**src/iprt_pkg.sv**
```systemverilog
// Package with register map, reset values and carrier types for the input port unit
// How it works
// [RULE1] Factor flag reads one after system interrupt
// [RULE2] Flags serve bits 0-3, 4-7, 8-9, 10
// [RULE3] Writes to factor flags are ignored
// [RULE4] Reading a factor flag clears it
// [RULE5] Reset clears all factor flags
// [RULE6] Source select one includes pin in condition
// [RULE7] Pin level register reads pin state
// [RULE8] Pin level register is read-only
// [RULE9] Compare bit one falling, zero rising
// [RULE10] Compare used only for selected pins
// [RULE11] One readable mask bit per system
// [RULE12] Software writes masks only when interrupts disabled
// [RULE13] Reset clears all mask bits
// [RULE14] Interrupt only on match to mismatch
// [RULE15] Bit 10 is its own system
// [RULE16] Request while flag and mask set
// [RULE17] Pins synchronised before detection
package iprt_pkg;

    localparam int ADDR_W = 12;
    localparam int NPIN   = 11;
    localparam int NSYS   = 4;

    // Register indices; byte address is four times the index
    localparam logic [9:0] IDX_FLAG_SYS3  = 10'h0C0;
    localparam logic [9:0] IDX_FLAG_SYS2  = 10'h0C1;
    localparam logic [9:0] IDX_FLAG_SYS1  = 10'h0C2;
    localparam logic [9:0] IDX_FLAG_SYS0  = 10'h0C3;
    localparam logic [9:0] IDX_SEL_HI     = 10'h0C6;
    localparam logic [9:0] IDX_SEL_MID    = 10'h0C7;
    localparam logic [9:0] IDX_SEL_LO     = 10'h0C8;
    localparam logic [9:0] IDX_LVL_HI     = 10'h0C9;
    localparam logic [9:0] IDX_LVL_MID    = 10'h0CA;
    localparam logic [9:0] IDX_LVL_LO     = 10'h0CB;
    localparam logic [9:0] IDX_CMP_HI     = 10'h0CC;
    localparam logic [9:0] IDX_CMP_MID    = 10'h0CD;
    localparam logic [9:0] IDX_CMP_LO     = 10'h0CE;
    localparam logic [9:0] IDX_MASK_BANK  = 10'h0D0;
    localparam logic [9:0] IDX_EVT_STATUS = 10'h0D1;
    localparam logic [9:0] IDX_EVT_ENABLE = 10'h0D2;

    localparam logic [3:0]  RST_FLAG = 4'h0;
    localparam logic [9:0]  RST_SEL  = 10'h000;
    localparam logic [10:0] RST_CMP  = 11'h000;
    localparam logic [3:0]  RST_MASK = 4'h0;
    localparam logic [3:0]  RST_EVT  = 4'h0;

    localparam logic [1:0] RESP_OKAY   = 2'h0;
    localparam logic [1:0] RESP_SLVERR = 2'h2;

    typedef struct packed {
        logic [31:0] data;
        logic [1:0]  resp;
    } iprt_rd_s;

    typedef struct packed {
        logic [9:0]  idx;
        logic [3:0]  data;
        logic        lane0;
    } iprt_wr_s;

endpackage

```
**src/iprt_input_port.sv**
```systemverilog
// Input port with four change-interrupt systems behind an AXI4-Lite slave
//
// The AXI4-Lite interface to the registers was left to the implementer.
`timescale 1ns/100ps
module iprt_input_port
    import iprt_pkg::*;
(
    input  wire logic              aclk,
    input  wire logic              aresetn,
    input  wire logic [NPIN-1:0]   pin_in,
    output logic                   irq,
    input  wire logic [ADDR_W-1:0] s_axi_awaddr,
    input  wire logic              s_axi_awvalid,
    output logic                   s_axi_awready,
    input  wire logic [31:0]       s_axi_wdata,
    input  wire logic [3:0]        s_axi_wstrb,
    input  wire logic              s_axi_wvalid,
    output logic                   s_axi_wready,
    output logic [1:0]             s_axi_bresp,
    output logic                   s_axi_bvalid,
    input  wire logic              s_axi_bready,
    input  wire logic [ADDR_W-1:0] s_axi_araddr,
    input  wire logic              s_axi_arvalid,
    output logic                   s_axi_arready,
    output logic [31:0]            s_axi_rdata,
    output logic [1:0]             s_axi_rresp,
    output logic                   s_axi_rvalid,
    input  wire logic              s_axi_rready
);

    logic [NPIN-1:0]   sync1_ff;
    logic [NPIN-1:0]   sync2_ff;
    logic [9:0]        sel_ff;
    logic [NPIN-1:0]   cmp_ff;
    logic [NSYS-1:0]   mask_ff;
    logic [NSYS-1:0]   flag_ff;
    logic [NSYS-1:0]   evt_ff;
    logic [NSYS-1:0]   evt_en_ff;
    logic [NSYS-1:0]   prev_match_ff;
    logic              armed_ff;

    logic              aw_got_ff;
    logic              w_got_ff;
    logic [ADDR_W-1:0] aw_addr_ff;
    logic [3:0]        w_data_ff;
    logic              w_lane0_ff;
    logic              bvalid_ff;
    logic [1:0]        bresp_ff;
    logic              rvalid_ff;
    iprt_rd_s          rd_ff;

    // Pin synchroniser; only sync2_ff is looked at downstream
    always_ff @(posedge aclk)
    begin
        if (!aresetn)
        begin
            sync1_ff <= '0;
            sync2_ff <= '0;
        end
        else
        begin
            sync1_ff <= pin_in; // RULE17
            sync2_ff <= sync1_ff; // RULE17
        end
    end

    // Per-pin match: compare one waits for a fall, zero for a rise
    wire [NPIN-1:0] pin_match = sync2_ff ~^ cmp_ff; // RULE9
    wire [NPIN-1:0] pin_used  = {1'b1, sel_ff}; // RULE6 RULE15
    wire [NPIN-1:0] pin_ok    = pin_match | ~pin_used; // RULE10

    wire [NSYS-1:0] sys_match = {pin_ok[10], &pin_ok[9:8],
                                 &pin_ok[7:4], &pin_ok[3:0]}; // RULE2 RULE15

    // Mismatch to mismatch is not a new event
    wire [NSYS-1:0] sys_event = armed_ff ? (prev_match_ff & ~sys_match)
                                         : '0; // RULE14

    always_ff @(posedge aclk)
    begin
        if (!aresetn)
        begin
            prev_match_ff <= '1;
            armed_ff      <= 1'b0;
        end
        else
        begin
            prev_match_ff <= sys_match;
            armed_ff      <= 1'b1;
        end
    end

    // Write address and data channels, taken in either order
    assign s_axi_awready = !aw_got_ff && !bvalid_ff;
    assign s_axi_wready  = !w_got_ff && !bvalid_ff;
    assign s_axi_bvalid  = bvalid_ff;
    assign s_axi_bresp   = bresp_ff;

    wire aw_hs    = s_axi_awvalid && s_axi_awready;
    wire w_hs     = s_axi_wvalid && s_axi_wready;
    wire do_write = aw_got_ff && w_got_ff && !bvalid_ff;

    iprt_wr_s wr;
    assign wr.idx   = aw_addr_ff[11:2];
    assign wr.data  = w_data_ff;
    assign wr.lane0 = w_lane0_ff;

    wire wr_sel_hi  = do_write && wr.lane0 && (wr.idx == IDX_SEL_HI);
    wire wr_sel_mid = do_write && wr.lane0 && (wr.idx == IDX_SEL_MID);
    wire wr_sel_lo  = do_write && wr.lane0 && (wr.idx == IDX_SEL_LO);
    wire wr_cmp_hi  = do_write && wr.lane0 && (wr.idx == IDX_CMP_HI);
    wire wr_cmp_mid = do_write && wr.lane0 && (wr.idx == IDX_CMP_MID);
    wire wr_cmp_lo  = do_write && wr.lane0 && (wr.idx == IDX_CMP_LO);
    wire wr_mask    = do_write && wr.lane0 && (wr.idx == IDX_MASK_BANK);
    wire wr_evt     = do_write && wr.lane0 && (wr.idx == IDX_EVT_STATUS);
    wire wr_evt_en  = do_write && wr.lane0 && (wr.idx == IDX_EVT_ENABLE);

    // Flag and pin level indices accept the write but store nothing
    wire wr_mapped = (wr.idx >= IDX_FLAG_SYS3 && wr.idx <= IDX_FLAG_SYS0)
                  || (wr.idx >= IDX_SEL_HI && wr.idx <= IDX_CMP_LO)
                  || (wr.idx >= IDX_MASK_BANK && wr.idx <= IDX_EVT_ENABLE); // RULE3 RULE8

    always_ff @(posedge aclk)
    begin
        if (!aresetn)
        begin
            aw_got_ff  <= 1'b0;
            w_got_ff   <= 1'b0;
            aw_addr_ff <= '0;
            w_data_ff  <= 4'h0;
            w_lane0_ff <= 1'b0;
            bvalid_ff  <= 1'b0;
            bresp_ff   <= RESP_OKAY;
        end
        else
        begin
            if (aw_hs)
            begin
                aw_got_ff  <= 1'b1;
                aw_addr_ff <= s_axi_awaddr;
            end
            if (w_hs)
            begin
                w_got_ff   <= 1'b1;
                w_data_ff  <= s_axi_wdata[3:0];
                w_lane0_ff <= s_axi_wstrb[0];
            end
            if (do_write)
            begin
                aw_got_ff <= 1'b0;
                w_got_ff  <= 1'b0;
                bvalid_ff <= 1'b1;
                bresp_ff  <= wr_mapped ? RESP_OKAY : RESP_SLVERR;
            end
            else if (bvalid_ff && s_axi_bready)
            begin
                bvalid_ff <= 1'b0;
            end
        end
    end

    // Configuration registers
    always_ff @(posedge aclk)
    begin
        if (!aresetn)
        begin
            sel_ff    <= RST_SEL; // RULE6
            cmp_ff    <= RST_CMP;
            mask_ff   <= RST_MASK; // RULE13
            evt_en_ff <= RST_EVT;
        end
        else
        begin
            if (wr_sel_hi)
                sel_ff[9:8] <= wr.data[1:0]; // RULE6
            if (wr_sel_mid)
                sel_ff[7:4] <= wr.data; // RULE6
            if (wr_sel_lo)
                sel_ff[3:0] <= wr.data; // RULE6
            if (wr_cmp_hi)
                cmp_ff[10:8] <= wr.data[2:0]; // RULE9
            if (wr_cmp_mid)
                cmp_ff[7:4] <= wr.data; // RULE9
            if (wr_cmp_lo)
                cmp_ff[3:0] <= wr.data; // RULE9
            // Software is expected to change masks with interrupts disabled
            if (wr_mask)
                mask_ff <= wr.data; // RULE11 RULE12
            if (wr_evt_en)
                evt_en_ff <= wr.data;
        end
    end

    // Read channel
    assign s_axi_arready = !rvalid_ff;
    assign s_axi_rvalid  = rvalid_ff;
    assign s_axi_rdata   = rd_ff.data;
    assign s_axi_rresp   = rd_ff.resp;

    wire       ar_hs  = s_axi_arvalid && s_axi_arready;
    wire [9:0] rd_idx = s_axi_araddr[11:2];

    wire [3:0] flag_rd_hit = {rd_idx == IDX_FLAG_SYS3, rd_idx == IDX_FLAG_SYS2,
                              rd_idx == IDX_FLAG_SYS1, rd_idx == IDX_FLAG_SYS0};
    wire [3:0] flag_clr    = ar_hs ? flag_rd_hit : 4'h0; // RULE4

    logic [3:0] rd_val;
    logic       rd_ok;

    always_comb
    begin
        rd_val = 4'h0;
        rd_ok  = 1'b1;
        unique case (rd_idx)
            IDX_FLAG_SYS3:  rd_val = {3'h0, flag_ff[3]}; // RULE1
            IDX_FLAG_SYS2:  rd_val = {3'h0, flag_ff[2]}; // RULE1
            IDX_FLAG_SYS1:  rd_val = {3'h0, flag_ff[1]}; // RULE1
            IDX_FLAG_SYS0:  rd_val = {3'h0, flag_ff[0]}; // RULE1
            IDX_SEL_HI:     rd_val = {2'h0, sel_ff[9:8]};
            IDX_SEL_MID:    rd_val = sel_ff[7:4];
            IDX_SEL_LO:     rd_val = sel_ff[3:0];
            IDX_LVL_HI:     rd_val = {1'b0, sync2_ff[10:8]}; // RULE7
            IDX_LVL_MID:    rd_val = sync2_ff[7:4]; // RULE7
            IDX_LVL_LO:     rd_val = sync2_ff[3:0]; // RULE7
            IDX_CMP_HI:     rd_val = {1'b0, cmp_ff[10:8]};
            IDX_CMP_MID:    rd_val = cmp_ff[7:4];
            IDX_CMP_LO:     rd_val = cmp_ff[3:0];
            IDX_MASK_BANK:  rd_val = mask_ff; // RULE11
            IDX_EVT_STATUS: rd_val = evt_ff;
            IDX_EVT_ENABLE: rd_val = evt_en_ff;
            default:        rd_ok  = 1'b0;
        endcase
    end

    always_ff @(posedge aclk)
    begin
        if (!aresetn)
        begin
            rvalid_ff <= 1'b0;
            rd_ff     <= '0;
        end
        else if (ar_hs)
        begin
            rvalid_ff    <= 1'b1;
            rd_ff.data   <= {28'h0, rd_val};
            rd_ff.resp   <= rd_ok ? RESP_OKAY : RESP_SLVERR;
        end
        else if (rvalid_ff && s_axi_rready)
        begin
            rvalid_ff <= 1'b0;
        end
    end

    // Flags: an event in the clearing cycle wins, so it is never lost
    wire [3:0] evt_w1c = wr_evt ? wr.data : 4'h0;

    always_ff @(posedge aclk)
    begin
        if (!aresetn)
        begin
            flag_ff <= RST_FLAG; // RULE5
            evt_ff  <= RST_EVT;
        end
        else
        begin
            flag_ff <= (flag_ff & ~flag_clr) | sys_event; // RULE1 RULE4
            evt_ff  <= (evt_ff & ~evt_w1c) | sys_event;
        end
    end

    // Flag request holds until the flag is read away; event request holds until its status bit is written one
    wire irq_sys = |(flag_ff & mask_ff); // RULE16
    wire irq_evt = |(evt_ff & evt_en_ff);
    assign irq = irq_sys || irq_evt;

    // Checks
    chk_flag_reset: assert property (@(posedge aclk) // RULE5 RULE13
        $rose(aresetn) |-> flag_ff == 4'h0 && mask_ff == 4'h0)
        else $error("flags or masks not clear after reset");
    chk_sel_reset: assert property (@(posedge aclk)
        $rose(aresetn) |-> sel_ff == RST_SEL && cmp_ff == RST_CMP
        && evt_ff == RST_EVT && evt_en_ff == RST_EVT)
        else $error("configuration not clear after reset");
    chk_flag_set: assert property (@(posedge aclk) disable iff (!aresetn) // RULE1
        sys_event[0] |=> flag_ff[0])
        else $error("event did not set flag");
    chk_flag_set_lone: assert property (@(posedge aclk) disable iff (!aresetn) // RULE1 RULE15
        sys_event[3] |=> flag_ff[3])
        else $error("bit 10 event did not set flag");
    chk_read_clear: assert property (@(posedge aclk) disable iff (!aresetn) // RULE4
        ar_hs && flag_rd_hit[1] && !sys_event[1] |=> !flag_ff[1])
        else $error("flag not cleared by read");
    chk_read_clear_lo: assert property (@(posedge aclk) disable iff (!aresetn) // RULE4
        ar_hs && flag_rd_hit[0] && !sys_event[0] |=> !flag_ff[0])
        else $error("low flag not cleared by read");
    chk_flag_nowrite: assert property (@(posedge aclk) disable iff (!aresetn) // RULE3
        !sys_event[2] && !flag_clr[2] |=> flag_ff[2] == $past(flag_ff[2]))
        else $error("flag changed without event or read");
    chk_flags_hold: assert property (@(posedge aclk) disable iff (!aresetn) // RULE3
        sys_event == 4'h0 && flag_clr == 4'h0 |=> flag_ff == $past(flag_ff))
        else $error("flags changed without event or read");
    chk_flag_wr_ok: assert property (@(posedge aclk) disable iff (!aresetn) // RULE3
        do_write && wr.idx == IDX_FLAG_SYS0 |=> s_axi_bresp == RESP_OKAY)
        else $error("flag write not accepted");
    chk_unsel_quiet: assert property (@(posedge aclk) disable iff (!aresetn) // RULE6
        sel_ff[3:0] == 4'h0 |-> !sys_event[0])
        else $error("unselected pins raised an event");
    chk_unsel_mid: assert property (@(posedge aclk) disable iff (!aresetn) // RULE6
        sel_ff[7:4] == 4'h0 |-> !sys_event[1])
        else $error("unselected middle pins raised an event");
    chk_unsel_hi: assert property (@(posedge aclk) disable iff (!aresetn) // RULE6
        sel_ff[9:8] == 2'h0 |-> !sys_event[2])
        else $error("unselected high pins raised an event");
    chk_fall_edge: assert property (@(posedge aclk) disable iff (!aresetn) // RULE9 RULE10
        armed_ff && sel_ff[0] && $stable(sel_ff) && $stable(cmp_ff) && cmp_ff[0]
        && ((sync2_ff[3:1] ^ cmp_ff[3:1]) & sel_ff[3:1]) == 3'h0 && $stable(sync2_ff[3:1])
        && $past(sync2_ff[0]) && !sync2_ff[0] |-> sys_event[0])
        else $error("selected falling edge missed");
    chk_rise_edge: assert property (@(posedge aclk) disable iff (!aresetn) // RULE9 RULE10
        armed_ff && sel_ff[0] && $stable(sel_ff) && $stable(cmp_ff) && !cmp_ff[0]
        && ((sync2_ff[3:1] ^ cmp_ff[3:1]) & sel_ff[3:1]) == 3'h0 && $stable(sync2_ff[3:1])
        && !$past(sync2_ff[0]) && sync2_ff[0] |-> sys_event[0])
        else $error("selected rising edge missed");
    chk_mis_to_mis: assert property (@(posedge aclk) disable iff (!aresetn) // RULE14
        !prev_match_ff[1] |-> !sys_event[1])
        else $error("event without a prior match");
    chk_lone_pin: assert property (@(posedge aclk) disable iff (!aresetn) // RULE15
        armed_ff && $past(sync2_ff[10] == cmp_ff[10]) && sync2_ff[10] != cmp_ff[10]
        && $stable(cmp_ff[10]) |-> sys_event[3])
        else $error("bit 10 change did not raise an event");
    chk_sync_delay: assert property (@(posedge aclk) disable iff (!aresetn) // RULE17
        ##2 sync2_ff == $past(pin_in, 2))
        else $error("pin not delayed by two stages");
    chk_level_read: assert property (@(posedge aclk) disable iff (!aresetn) // RULE7
        ar_hs && rd_idx == IDX_LVL_LO |=> s_axi_rdata[3:0] == $past(sync2_ff[3:0]))
        else $error("pin level read wrong");
    chk_level_hi: assert property (@(posedge aclk) disable iff (!aresetn) // RULE7
        ar_hs && rd_idx == IDX_LVL_HI |=> s_axi_rdata[3:0] == {1'b0, $past(sync2_ff[10:8])})
        else $error("high pin level read wrong");
    chk_level_ro: assert property (@(posedge aclk) disable iff (!aresetn) // RULE8
        do_write && wr.idx == IDX_LVL_LO
        |=> $stable(sel_ff) && $stable(cmp_ff) && $stable(mask_ff))
        else $error("pin level write changed a register");
    chk_mask_read: assert property (@(posedge aclk) disable iff (!aresetn) // RULE11
        ar_hs && rd_idx == IDX_MASK_BANK |=> s_axi_rdata[3:0] == $past(mask_ff))
        else $error("mask read back wrong");
    chk_irq_hold: assert property (@(posedge aclk) disable iff (!aresetn) // RULE16
        flag_ff[0] && mask_ff[0] && !flag_clr[0] && !wr_mask |=> irq)
        else $error("request dropped while flag and mask set");
    chk_irq_off: assert property (@(posedge aclk) disable iff (!aresetn) // RULE16
        (flag_ff & mask_ff) == 4'h0 && (evt_ff & evt_en_ff) == 4'h0 |-> !irq)
        else $error("request without an unmasked flag");
    chk_evt_set: assert property (@(posedge aclk) disable iff (!aresetn)
        sys_event[0] |=> evt_ff[0])
        else $error("event did not set status");
    chk_evt_clear: assert property (@(posedge aclk) disable iff (!aresetn)
        wr_evt && wr.data[0] && !sys_event[0] |=> !evt_ff[0])
        else $error("status not cleared by write one");
    chk_write_resp: assert property (@(posedge aclk) disable iff (!aresetn)
        do_write |=> s_axi_bvalid)
        else $error("write response missing");
    chk_bvalid_hold: assert property (@(posedge aclk) disable iff (!aresetn)
        s_axi_bvalid && !s_axi_bready |=> s_axi_bvalid && $stable(s_axi_bresp))
        else $error("write response dropped early");
    chk_rvalid_hold: assert property (@(posedge aclk) disable iff (!aresetn)
        s_axi_rvalid && !s_axi_rready |=> s_axi_rvalid && $stable(s_axi_rdata))
        else $error("read data dropped early");
    chk_rdata_upper: assert property (@(posedge aclk) disable iff (!aresetn)
        s_axi_rvalid |-> s_axi_rdata[31:4] == 28'h0)
        else $error("read data upper bits not zero");

    cov_event_lo:   cover property (@(posedge aclk) disable iff (!aresetn) sys_event[0]);
    cov_event_lone: cover property (@(posedge aclk) disable iff (!aresetn) sys_event[3]);
    cov_read_flag:  cover property (@(posedge aclk) disable iff (!aresetn)
        ar_hs && flag_rd_hit[0] && flag_ff[0]);
    cov_irq:        cover property (@(posedge aclk) disable iff (!aresetn) $rose(irq));
    cov_evt_irq:    cover property (@(posedge aclk) disable iff (!aresetn) irq_evt && !irq_sys);

endmodule

```
**config.mk**
```make
export PLATFORM = sky130hd
export DESIGN_NAME = iprt_input_port
export DESIGN_NICKNAME = d
export VERILOG_FILES = /design/src/iprt_pkg.sv /design/src/iprt_input_port.sv
export SDC_FILE = /design/constraint.sdc
export NUM_CORES = 1
export LEC_CHECK = 0
export ABC_AREA = 1
export BUFFER_PORTS_ARGS = -buffer_cell sky130_fd_sc_hd__buf_4
export CAP_MARGIN = 20
export CELL_PAD_IN_SITES_DETAIL_PLACEMENT = 0
export CELL_PAD_IN_SITES_GLOBAL_PLACEMENT = 1
export CORE_AREA = 4 4 114 116
export DETAILED_ROUTE_END_ITERATION = 6
export DIE_AREA = 0 0 118 120
export PLACE_DENSITY = 0.82
export SLEW_MARGIN = 10
export SYNTH_ARGS = -nofsm -noshare
export SYNTH_HDL_FRONTEND = slang
export SYNTH_SLANG_ARGS = --single-unit
```
**constraint.sdc**
```tcl
create_clock -name aclk -period 1.88 [get_ports aclk]
set_input_delay 0.47 -clock aclk [delete_from_list [all_inputs] [get_ports aclk]]
set_output_delay 0.47 -clock aclk [all_outputs]
set_load 0.05 [all_outputs]
```
==> results of run 1 <==
[routing by layer]
metal / share of wire (%) / GRT usage [%] / routed length [um]
met1: 47 / 22.5 / 5550
met2: 45 / 26.8 / 5310
met3: 5.3 / 2.78 / 615
met4: 2.0 / 6.01 / 238
met5: 0 / 0 / 0
[logic make-up (layout without fill, tap and decap cells)]
kind of cell | Yosys count | after routing | synth area share, %
AO/OA/AOI/OAI | 129 | 129 | 15.6
XOR/XNOR | 6 | 6 | 1.21
buffers and inverters | 128 | 170 | 13.8
flip-flops | 89 | 89 | 41.0
other | 1 | 30 | 0.0863
AND/OR/NAND/NOR | 262 | 262 | 28.3
[worst min-delay path, cell delays in order]
cell	delay [ps]
buf_4	70
nand2_1	40
inv_1	40
[what timing repair did]
item	CTS	global route
buffers inserted	0	1
endpoints found under the setup margin	0	1
gates resized for setup	0	6
[sequential cells by signal, summed over array words and instances, names as in the netlist, 4 cells and up]
name and count:
aw_addr_ff 10, cmp_ff 11, evt_en_ff 4, evt_ff 4
flag_ff 4, mask_ff 4, prev_match_ff 4, s_axi_rdata 4
sel_ff 10, sync1_ff 11, sync2_ff 11, w_data_ff 4
[layout make-up]
type                            count  area, um2
Tap cell                          147        184
Fill cell                        1250       6680
Multi-Input combinational cell    427       2090
Clock inverter                      7        104
Sequential cell                    89       1780
Timing Repair Buffer               67        519
Clock buffer                        9        225
Inverter                           87        329
[synthesized netlist by cell type]
library cell    n
buf_4          31
a21oi_1        55
nand3_4         1
o21a_1          1
nor2_4          5
or2_2           1
xor2_1          5
o41ai_1         1
xnor2_1         1
a211oi_1        5
nand2_2         4
nor2_2          6
nand2_1       111
nand3_1        40
dfxtp_1        89
inv_4           1
buf_1           1
a22o_1          1
o21ai_1         3
a21oi_2         1
nand3_2         2
nor3_4          2
inv_2           5
clkinv_1        1
nor3_2          2
nor2_1         63
nand2_4         1
conb_1          1
o31ai_1         1
nor4_4          1
clkbuf_1        9
o21ai_0        60
or2_1           1
o2111ai_1       1
and3_1          1
nand4_1        10
nor3_1         11
inv_1          80
[power breakdown]
part           switching, W  leakage, nW  internal [W]
Clock              0.000788        0.154       0.00118
Sequential        0.0000650        0.728       0.00195
Combinational      0.000422         1.53      0.000156
Total               0.00127         2.42       0.00329
[worst paths after layout]
check	start	to	slack (ps)	cells after the start
setup / recovery	evt_ff[3]	irq	50	4
hold / removal	pin_in[10]	sync1_ff[10]	310	3
setup reg to reg	aw_addr_ff[3]	cmp_ff[3]	300	6
hold reg to reg	sync1_ff[8]	sync2_ff[8]	410	2
[per-stage QoR]
| stage | area, um2 | utilization, % |
|---|---|---|
| 6_report | 5240 | 43.9 |
| 5_1_grt | 5240 | 43.9 |
| 4_1_cts | 5210 | 43.8 |
| 3_5_place_dp | 4880 | 41.0 |
| 3_3_place_gp | 4880 | 41.0 |
| 2_1_floorplan | 4460 | - |
==> impl_results.md, run 1 <==
- Status: finished clean
- DRT Pass-1 Iters: 5
- Tcrit/Tclk final: 97.2%
- Largest net degree at the start of global routing: between 40 and 50
- Synth Warn #: 0
- Post-DP HPWL: 9010 um
- Critical path peak fanout: 3
- Syn avg cell area: ~7.1 um2
- Cells along the critical path: a22o_1 -> a21oi_2 -> o2111ai_2 -> buf_6
- Max Cap Viol: 0
- Clk slew on worst S/H paths: roughly 70 ps
- Fin worst setup slack: 51.8 ps
- Post-Syn Instances: 615
- Drt via density: 4.74
- Core area: 11900 um2
- Post-route insts no fill: around 830
- Port Buf Inserts: 54
- Post-DR wirelength/cell: 14.1 um
- Final Power: roughly 0.0046 W
- Worst EP arrival: 1360 ps
- Layout cells sized above 1: 17.8%
- Worst hold slack: 309 ps
- Clock Sinks: 89
- Pwr dens: 871 nW/um2
- Crit-path max cell delay: 330 ps
- Die ar.: 14200 um2
- Sequential element share of the synthesized area: 41.0%
- RSZ-0062 raised after global routing: true
- Final net count: 759
- Post-placement cell count: 816
- H-tree levels: 3
- CP Capture Type: output pin
- Vias in the first global route: between 3000 and 4000
- Die width: 118 um
- Worst path top cell family by delay: compound AO/OA/AOI/OAI gates
- First-pass GRT wire length: 18900 um
- Root Buffer: clkbuf_16
- Minimum clock period: 1830 ps
- Final hold violations: 0
- Cts-stage hold buffer count: 0
- Commonest non-fill, non-tap cell in the layout: nand2_1
- Synth area leaders: dfxtp_1 (41%), nand2_1 (9.6%), inv_1 (6.9%)
- # diodes: 0
- Leak: 2.42 nW
- Post-synthesis cell type count: 38
- CTS tree: done
- Slowest-stage cell, CP: dfxtp_2
- Via count: slightly below 4000
- Io pins: between 100 and 150
- Setup violators final: 0
- Die H: 120 um
- Site Rows: 40
- Max-slew violations: 0
- TNS Setup: 0 ps
- CP Buf/Inv Count: 1
- DR iter-0 viols: 296
- Most frequent cells in the layout: nand2_1 (111), dfxtp_1 (87), inv_1 (79)
- Max Freq: 547 MHz
- Dominant cell type by area after synthesis: dfxtp_1
- Grt total ovfl: 0
- Seq cells post-synth: 89
- Cell Area, Synth: 4350 um2
- DRC Markers: 0
- CTS Buffer Depth: 2
- Total Routing Usage GR: 16.6%
- CTS Buf Count: 9
- Initial Util: 36.5%
- Setup CP Type: reg2out
- Maximum vdd ir drop: approximately 0.35 mV
- Worst Hold Class: in2reg
- Setup crit start kind: flop
- Initial antenna violation count: 0
- Routed Antenna Nets: 0
- Worst slack, placed: 12.4 ps
- Wirelength, routed: 11700 um
- GPL Wtd Cong: 0.889
- Worst EP required: 1410 ps
- Layout overhead on the synthesized area: 20.4%
- Area fraction of the dominant cell type after synthesis: 41.0%
- Clock skew: roughly 8.2 ps
- Clk_lat worst skew: between 300 and 400 ps
(Power assumes the default switching activity.)
==> run 2: changes to the inputs <==
==> constraint.sdc (replaced) <==
create_clock -name aclk -period 2 [get_ports aclk]
set_input_delay 0.1 -clock aclk [delete_from_list [all_inputs] [get_ports aclk]]
set_output_delay 0.1 -clock aclk [all_outputs]
set_load 0.05 [all_outputs]
==> run 2 against run 1 <==
Net effect: routed wire length is 2.1% lower; count of clock-buffer cells in the layout did not move; combinational power decreased by 5.5%; register-to-register slack better by 90 ps; non-clock buffer count shrank 1; via count grew 0.79%; final cell count fell by 0.12%; sequential cell count did not move; critical endpoint is now sel_ff[6].
==> impl_results.md, run 2 (synthesis gave the netlist of run 1 again) <==
- Clock Sinks: 89 (unchanged)
- Worst Min Path Start: s_axi_bready
- Met2 usage: 26.4% (-0.40 points)
- CTS tree: done
- Root Buffer: clkbuf_16
- Drt via density: 4.78 (+0.91%)
- Post-route insts no fill: 832 (-0.12%)
- Normalized max-slew margin: 50.7%
- DR iter-0 viols: 407 (+38%)
- Layout cells sized above 1: 15.3% (-2.5 points)
- Initial antenna violation count: 0 (unchanged)
- Largest regs: cmp_ff (11), sync1_ff (11), sync2_ff (11)
- CTS Buffer Depth: 2 (unchanged)
- CP Capture Type: flop
- DRT Pass-1 Iters: 5 (unchanged)
- Final hold violations: 0 (unchanged)
- Io pins: 120 (unchanged)
- Setup violators final: 0 (unchanged)
- Area after DPL: 4790 um2 (-1.9%)
- Layout overhead on the synthesized area: 20.1%
- Die ar.: 14200 um2 (unchanged)
- Vias in the first global route: 3709 (-0.72%)
- Post-DR wirelength/cell: 13.8 um (-1.9%)
- Global routing's busiest layer: met2
- Minimum clock period: 1610 ps
- Site Rows: 40 (unchanged)
- Post-DP HPWL: 8740 um (-3.0%)
- DRC Markers: 0 (unchanged)
- Reg2Reg Depth: 10 (+4)
- R2r startpoint: w_got_ff
- Clk slew on worst S/H paths: 70 ps (about the same)
- Initial Util: 36.5% (unchanged)
- Die H: 120 um (unchanged)
- GPL Wtd Cong: 0.889 (about the same)
- Tightest Pin Transition: about 740 ps
- Worst Hold Class: in2reg
- H-tree levels: 3 (unchanged)
- Hold Path Depth: 4 (+1)
- Wirelength, routed: 11500 um (-2.1%)
- First-pass GRT wire length: 18800 um (-0.73%)
- Setup crit start kind: flop
- # diodes: 0 (unchanged)
- Leak: 2.40 nW (-0.81%)
- Critical path peak fanout: 8 (+5)
- Largest net degree at the start of global routing: 71 (+51%)
- Port Buf Inserts: 54 (unchanged)
- Routed Antenna Nets: 0 (unchanged)
- Setup bufs post-CTS: 0 (unchanged)
- TNS Setup: 0 ps (unchanged)
- Max Cap Viol: 0 (unchanged)
- Core area: 11900 um2 (unchanged)
- Final instance area: 5220 um2 (-0.29%)
- Status: finished clean
- CTS Buf Count: 9 (unchanged)
- Commonest non-fill, non-tap cell in the layout: nand2_1
- Final net count: 758 (-0.13%)
- Clock skew: 10.7 ps (+2.53 ps)
- RSZ-0062 raised after global routing: false
- Pwr dens: 812 nW/um2 (-6.8%)
- Maximum vdd ir drop: 0.485 mV (+37%)
- Tcrit/Tclk final: 80.4%
- Worst EP required: 2270 ps (+860 ps)
- R2R Setup Slk: 390 ps (+90 ps)
- Sink of the worst hold path: s_axi_bvalid
- Die width: 118 um (unchanged)
- Post-placement cell count: 805 (-1.3%)
- Met3 usage: 2.26% (-0.52 points)
- Most frequent cells in the layout: nand2_1 (111), dfxtp_1 (89), inv_1 (80)
- Final Util: 43.8% (-0.13 points)
- Setup CP Type: reg2reg
- Max-slew violations: 0 (unchanged)
- Total Routing Usage GR: 16.4% (-0.21 points)
- Met1 usage: 22.7% (+0.23 points)
- Grt total ovfl: 0 (unchanged)
- Worst EP arrival: 1880 ps (+520 ps)
- Reg-to-reg critical path endpoint: sel_ff[6]
- Via count: 3978 (+0.79%)
- Max Freq: 622 MHz
- Clk_lat worst skew: 340 ps (about the same)
run 2: cell types whose count changed in the layout (fill, tap and decap cells not counted), sizes merged:
| cell | delta |
|---|---|
| buf | -12 |
| clkinv | +1 |
| bufinv | -1 |
| clkinvlp | -2 |
| dlygate4sd3 | +11 |
| inv | +2 |
run 2: per-layer routing:
layer	vias to the layer above	share of wire (%)
li1	2055	-
met1	1790	47
met2	123	46
met3	10	5.4
met4	0	1.1
met5	-	0
run 2: timing repair:
item                      4_1_cts  5_1_grt
resized for setup               0        0
hold buffers                   11        0
hold endpoints to repair       11        0
run 2: per-stage QoR:
stage	hold WS [ps]	power [W]	setup slack, ps
after floorplan	128	0.00234	164
after global placement	283	0.00246	436
after detailed placement	283	0.00246	421
after CTS	8.70	0.00427	392
after global routing	26.3	0.00442	213
final	14.2	0.00424	391
run 2: cell type report:
class / count / area [um2]
clock buffers: 9 / 225
repair buffers: 66 / 523
fillers: 1222 / 6690
multi-input cells: 427 / 2080
well taps: 147 / 184
inverters: 87 / 329
flip-flops and latches: 89 / 1780
clock inverters: 7 / 97.6
run 2: worst max-delay path, cell delays in order, from the launching register on:
cell and delay (ps):
dfxtp_1 350, inv_1 70, nor2_2 90, nand2_2 80, inv_2 90, nand2_4 90, inv_4 100, nand3_4 70
nor3_4 280, o21ai_0 150, a21oi_1 170
run 2: how the worst max path moves through the flow:
stage / from / end / slack, ps / depth (start not counted)
floorplan: s_axi_bvalid / aw_addr_ff[7] / 160 / 5
global placement: s_axi_araddr[7] / s_axi_rdata[3] / 440 / 10
detailed placement: w_got_ff / sel_ff[4] / 420 / 10
CTS: w_got_ff / sel_ff[4] / 390 / 10
global route: aw_addr_ff[3] / cmp_ff[0] / 210 / 6
finish: w_got_ff / sel_ff[6] / 390 / 10
run 2: report_power, final:
part / switching [W] / internal [W]
Combinational: 0.000394 / 0.000152
Clock: 0.000786 / 0.00101
Sequential: 0.0000628 / 0.00183
Total: 0.00124 / 0.00300
==> run 3: changes to the inputs <==
Settings changed: ABC_AREA 1 to 0, CORE_AREA 4 4 114 116 to 4 4 111 113, DIE_AREA 0 0 118 120 to 0 0 115 117, PLACE_DENSITY 0.82 to 0.8.
Clock period 2 ns to 1.7 ns, I/O delays scaled along.
==> run 3 against run 2 <==
Net effect: register-to-register slack worse by 290 ps; hold slack worse by 8.8 ps; non-clock buffer count is 31 higher; fmax is 0.51% higher; count of clock-buffer cells in the layout stayed put; critical path depth is 5 lower; synthesized cell count is 24% lower; design area is 1.7% higher; first-iteration DRC count is 70% lower; utilization is 3.1 points higher; clock power is 16% higher; critical path type unchanged; highest routed layer unchanged.
==> impl_results.md, run 3 <==
- Max-slew violations: 0 (unchanged)
- Final hold violations: 0 (unchanged)
- Seq cells post-synth: 89 (unchanged)
- Ys flop type: dfxtp_1
- Worst EP arrival: 1830 ps (-50 ps)
- Vias in the first global route: 3299 (-11%)
- Most frequent cell after synthesis: dfxtp_1
- # diodes: 0 (unchanged)
- Commonest non-fill, non-tap cell in the layout: dfxtp_1
- RSZ-0062 raised after global routing: false
- Worst EP required: 1930 ps (-340 ps)
- Layout overhead on the synthesized area: 25.9%
- R2R Setup Slk: 100 ps (-290 ps)
- Drt via density: 4.92 (+2.9%)
- Minimum clock period: 1600 ps (-8.20 ps)
- Syn avg cell area: 8.99 um2 (+27%)
- Initial antenna violation count: 0 (unchanged)
- Post-synthesis cell type count: 59 (+55%)
- Synth Area in Simple Gates: 24.6% (-3.7 points)
- Clock power share: 42.5% (about the same)
- Area fraction of the dominant cell type after synthesis: 42.3% (+1.3 points)
- Net Sw Frac: 25.4% (-3.9 points)
- Setup crit start kind: flop
- Int Pwr: 0.00366 W (+22%)
- Max Freq: 625 MHz (+0.51%)
- Layout cells sized above 1: 19.0% (+3.7 points)
- Tcrit/Tclk final: 94.2% (+14 points)
- Reg2Reg Depth: 5 (-5)
- Dominant cell type by area after synthesis: dfxtp_1
- Port Buf Inserts: 54 (unchanged)
- Post-DR wirelength/cell: 14.4 um (+4.5%)
- Max Cap Viol: 0 (unchanged)
- Synth area leaders: dfxtp_1 (42%), mux2i_1 (8.3%), buf_4 (5.7%)
- Die width: 115 um (-2.5%)
- Synth async-reset ratio: 0% (unchanged)
- Critical path peak fanout: 4 (-4)
- Final net count: 626 (-17%)
- Initial Util: 37.2% (+0.75 points)
- Sequential element share of the synthesized area: 42.3% (+1.3 points)
- Maximum vdd ir drop: 0.526 mV (+8.4%)
- Post-route insts no fill: 695 (-16%)
- CP Capture Type: flop
- Largest family of logic cells by synthesized area: simple AND/OR/NAND/NOR gates
- Sequential share of power: 45.4% (+0.7 points)
- GPL Wtd Cong: 0.909 (+2.2%)
- CTS Buf Count: 9 (unchanged)
- Leak: 2.32 nW (-3.0%)
- Root Buffer: clkbuf_16
- Wirelength, routed: 10000 um (-13%)
- Combinational Power Share: 12.1% (-0.8 points)
- Synth Area in Compound Gates: 12.9% (-2.7 points)
- Die ar.: 13500 um2 (-5.0%)
- TNS Setup: 0 ps (unchanged)
- DR iter-0 viols: 124 (-70%)
- Worst Setup EP: evt_ff[1]
- H-tree levels: 3 (unchanged)
- Net Sw Power: 0.00125 W (+0.50%)
- Pwr dens: 925 nW/um2 (+14%)
- Largest regs: cmp_ff (11), sync1_ff (11), sync2_ff (11)
- Post-synthesis adder-cell area fraction: 0% (unchanged)
- Io pins: 120 (unchanged)
- Xor and xnor fraction of the mapped netlist area: 2.28% (+1.1 points)
- Setup violators final: 0 (unchanged)
- Total Routing Usage GR: 15.2% (-1.3 points)
- Post-DP HPWL: 7350 um (-16%)
- Status: finished clean
- Routed Antenna Nets: 0 (unchanged)
- Crit path launch: aw_addr_ff[10]
- Fin worst setup slack: 99.3 ps (-292 ps)
- Core area: 11300 um2 (-5.0%)
- Final Util: 46.9% (+3.1 points)
- DRC Markers: 0 (unchanged)
- Mux share of post-synthesis cell area: 9.11% (+9.1 points)
- Clk slew on worst S/H paths: 60 ps (about the same)
- Post-synth EDFFs: 0 (unchanged)
- Synth Warn #: 0 (unchanged)
- Most frequent cells in the layout: dfxtp_1 (87), buf_4 (69), nand2_1 (50)
- Reg-to-reg critical path endpoint: evt_ff[1]
- Die H: 117 um (-2.5%)
- Site Rows: 39 (-2.5%)
- Largest net degree at the start of global routing: 34 (-52%)
- CTS tree: done
- Post-placement cell count: 654 (-19%)
- Worst Hold Class: in2reg
- Setup CP Type: reg2reg
- DRT Pass-1 Iters: 5 (unchanged)
- CTS Buffer Depth: 2 (unchanged)
- Clock Sinks: 89 (unchanged)
- Grt total ovfl: 0 (unchanged)
- Most instantiated cells after synthesis: dfxtp_1 (89), nand2_1 (50), nor2_1 (37)
- Clock skew: 6.84 ps (-3.84 ps)
- Worst slack, placed: 108 ps (-314 ps)
- First-pass GRT wire length: 16200 um (-14%)
- Clk_lat worst skew: 340 ps (about the same)
- Post-Syn Instances: 469 (-24%)
- Cell Area, Synth: 4220 um2 (-3.0%)
- Setup bufs post-CTS: 0 (unchanged)
- Via count: 3420 (-14%)
- R2r startpoint: aw_addr_ff[10]
-- run 3: per-layer routing --
metal	share of wire, %	wire length, um	GRT usage [%]
met2	51	5080	25.6
met3	4.9	489	3.03
met4	1.5	146	5.79
met5	0	0	0
met1	43	4300	19.2
-- run 3: what timing repair did --
action,CTS,global route
hold buffers,26,0
endpoints found under the setup margin,0,0
endpoints found under the hold margin,26,0
gates resized for setup,0,0
-- run 3: logic make-up (layout without fill, tap and decap cells) --
kind of cell	Yosys count	count (layout)
AND/OR/NAND/NOR	182	182
AO/OA/AOI/OAI	85	85
other	1	30
multiplexers	37	37
XOR/XNOR	11	11
buffers and inverters	64	118
flip-flops	89	89
-- run 3: how the worst min path moves through the flow --
stage / from / end / slack [ps] / cells after the start
3_5_place_dp: s_axi_rready / s_axi_rvalid / 270 / 2
5_1_grt: s_axi_awaddr[4] / aw_addr_ff[4] / 6 / 3
3_3_place_gp: s_axi_rready / s_axi_rvalid / 260 / 2
2_1_floorplan: aresetn / armed_ff / 110 / 0
6_report: s_axi_awaddr[4] / aw_addr_ff[4] / 5 / 3
4_1_cts: s_axi_awaddr[11] / aw_addr_ff[11] / 6 / 3
-- run 3: per-stage QoR --
stage,cell area [um2],total power [W],hold slack (ps)
4_1_cts,5310,0.00497,5.97
3_3_place_gp,4730,0.00281,262
5_1_grt,5310,0.00511,5.71
3_5_place_dp,4730,0.00282,271
6_report,5310,0.00491,5.43
2_1_floorplan,4340,0.00271,113
-- run 3: power by group through the flow --
stage	clock [W]	combinational, W	sequential [W]
after floorplan	0	0.000455	0.00225
after global placement	0	0.000540	0.00227
after detailed placement	0	0.000545	0.00228
after CTS	0.00214	0.000593	0.00223
after global routing	0.00223	0.000642	0.00224
final	0.00209	0.000593	0.00223
-- run 3: worst max-delay path: stages (launching register included) --
cell	delay, ps
dfxtp_1	310
nand4bb_4	290
nor4_4	200
and4_1	350
a21boi_0	130
o21a_1	200
-- run 3: final cells by class --
cell class / count / area, um2
Clock buffer: 9 / 225
Clock inverter: 6 / 91.3
Fill cell: 1077 / 6010
Inverter: 6 / 26.3
Multi-Input combinational cell: 345 / 2180
Sequential cell: 89 / 1780
Tap cell: 143 / 179
Timing Repair Buffer: 97 / 818
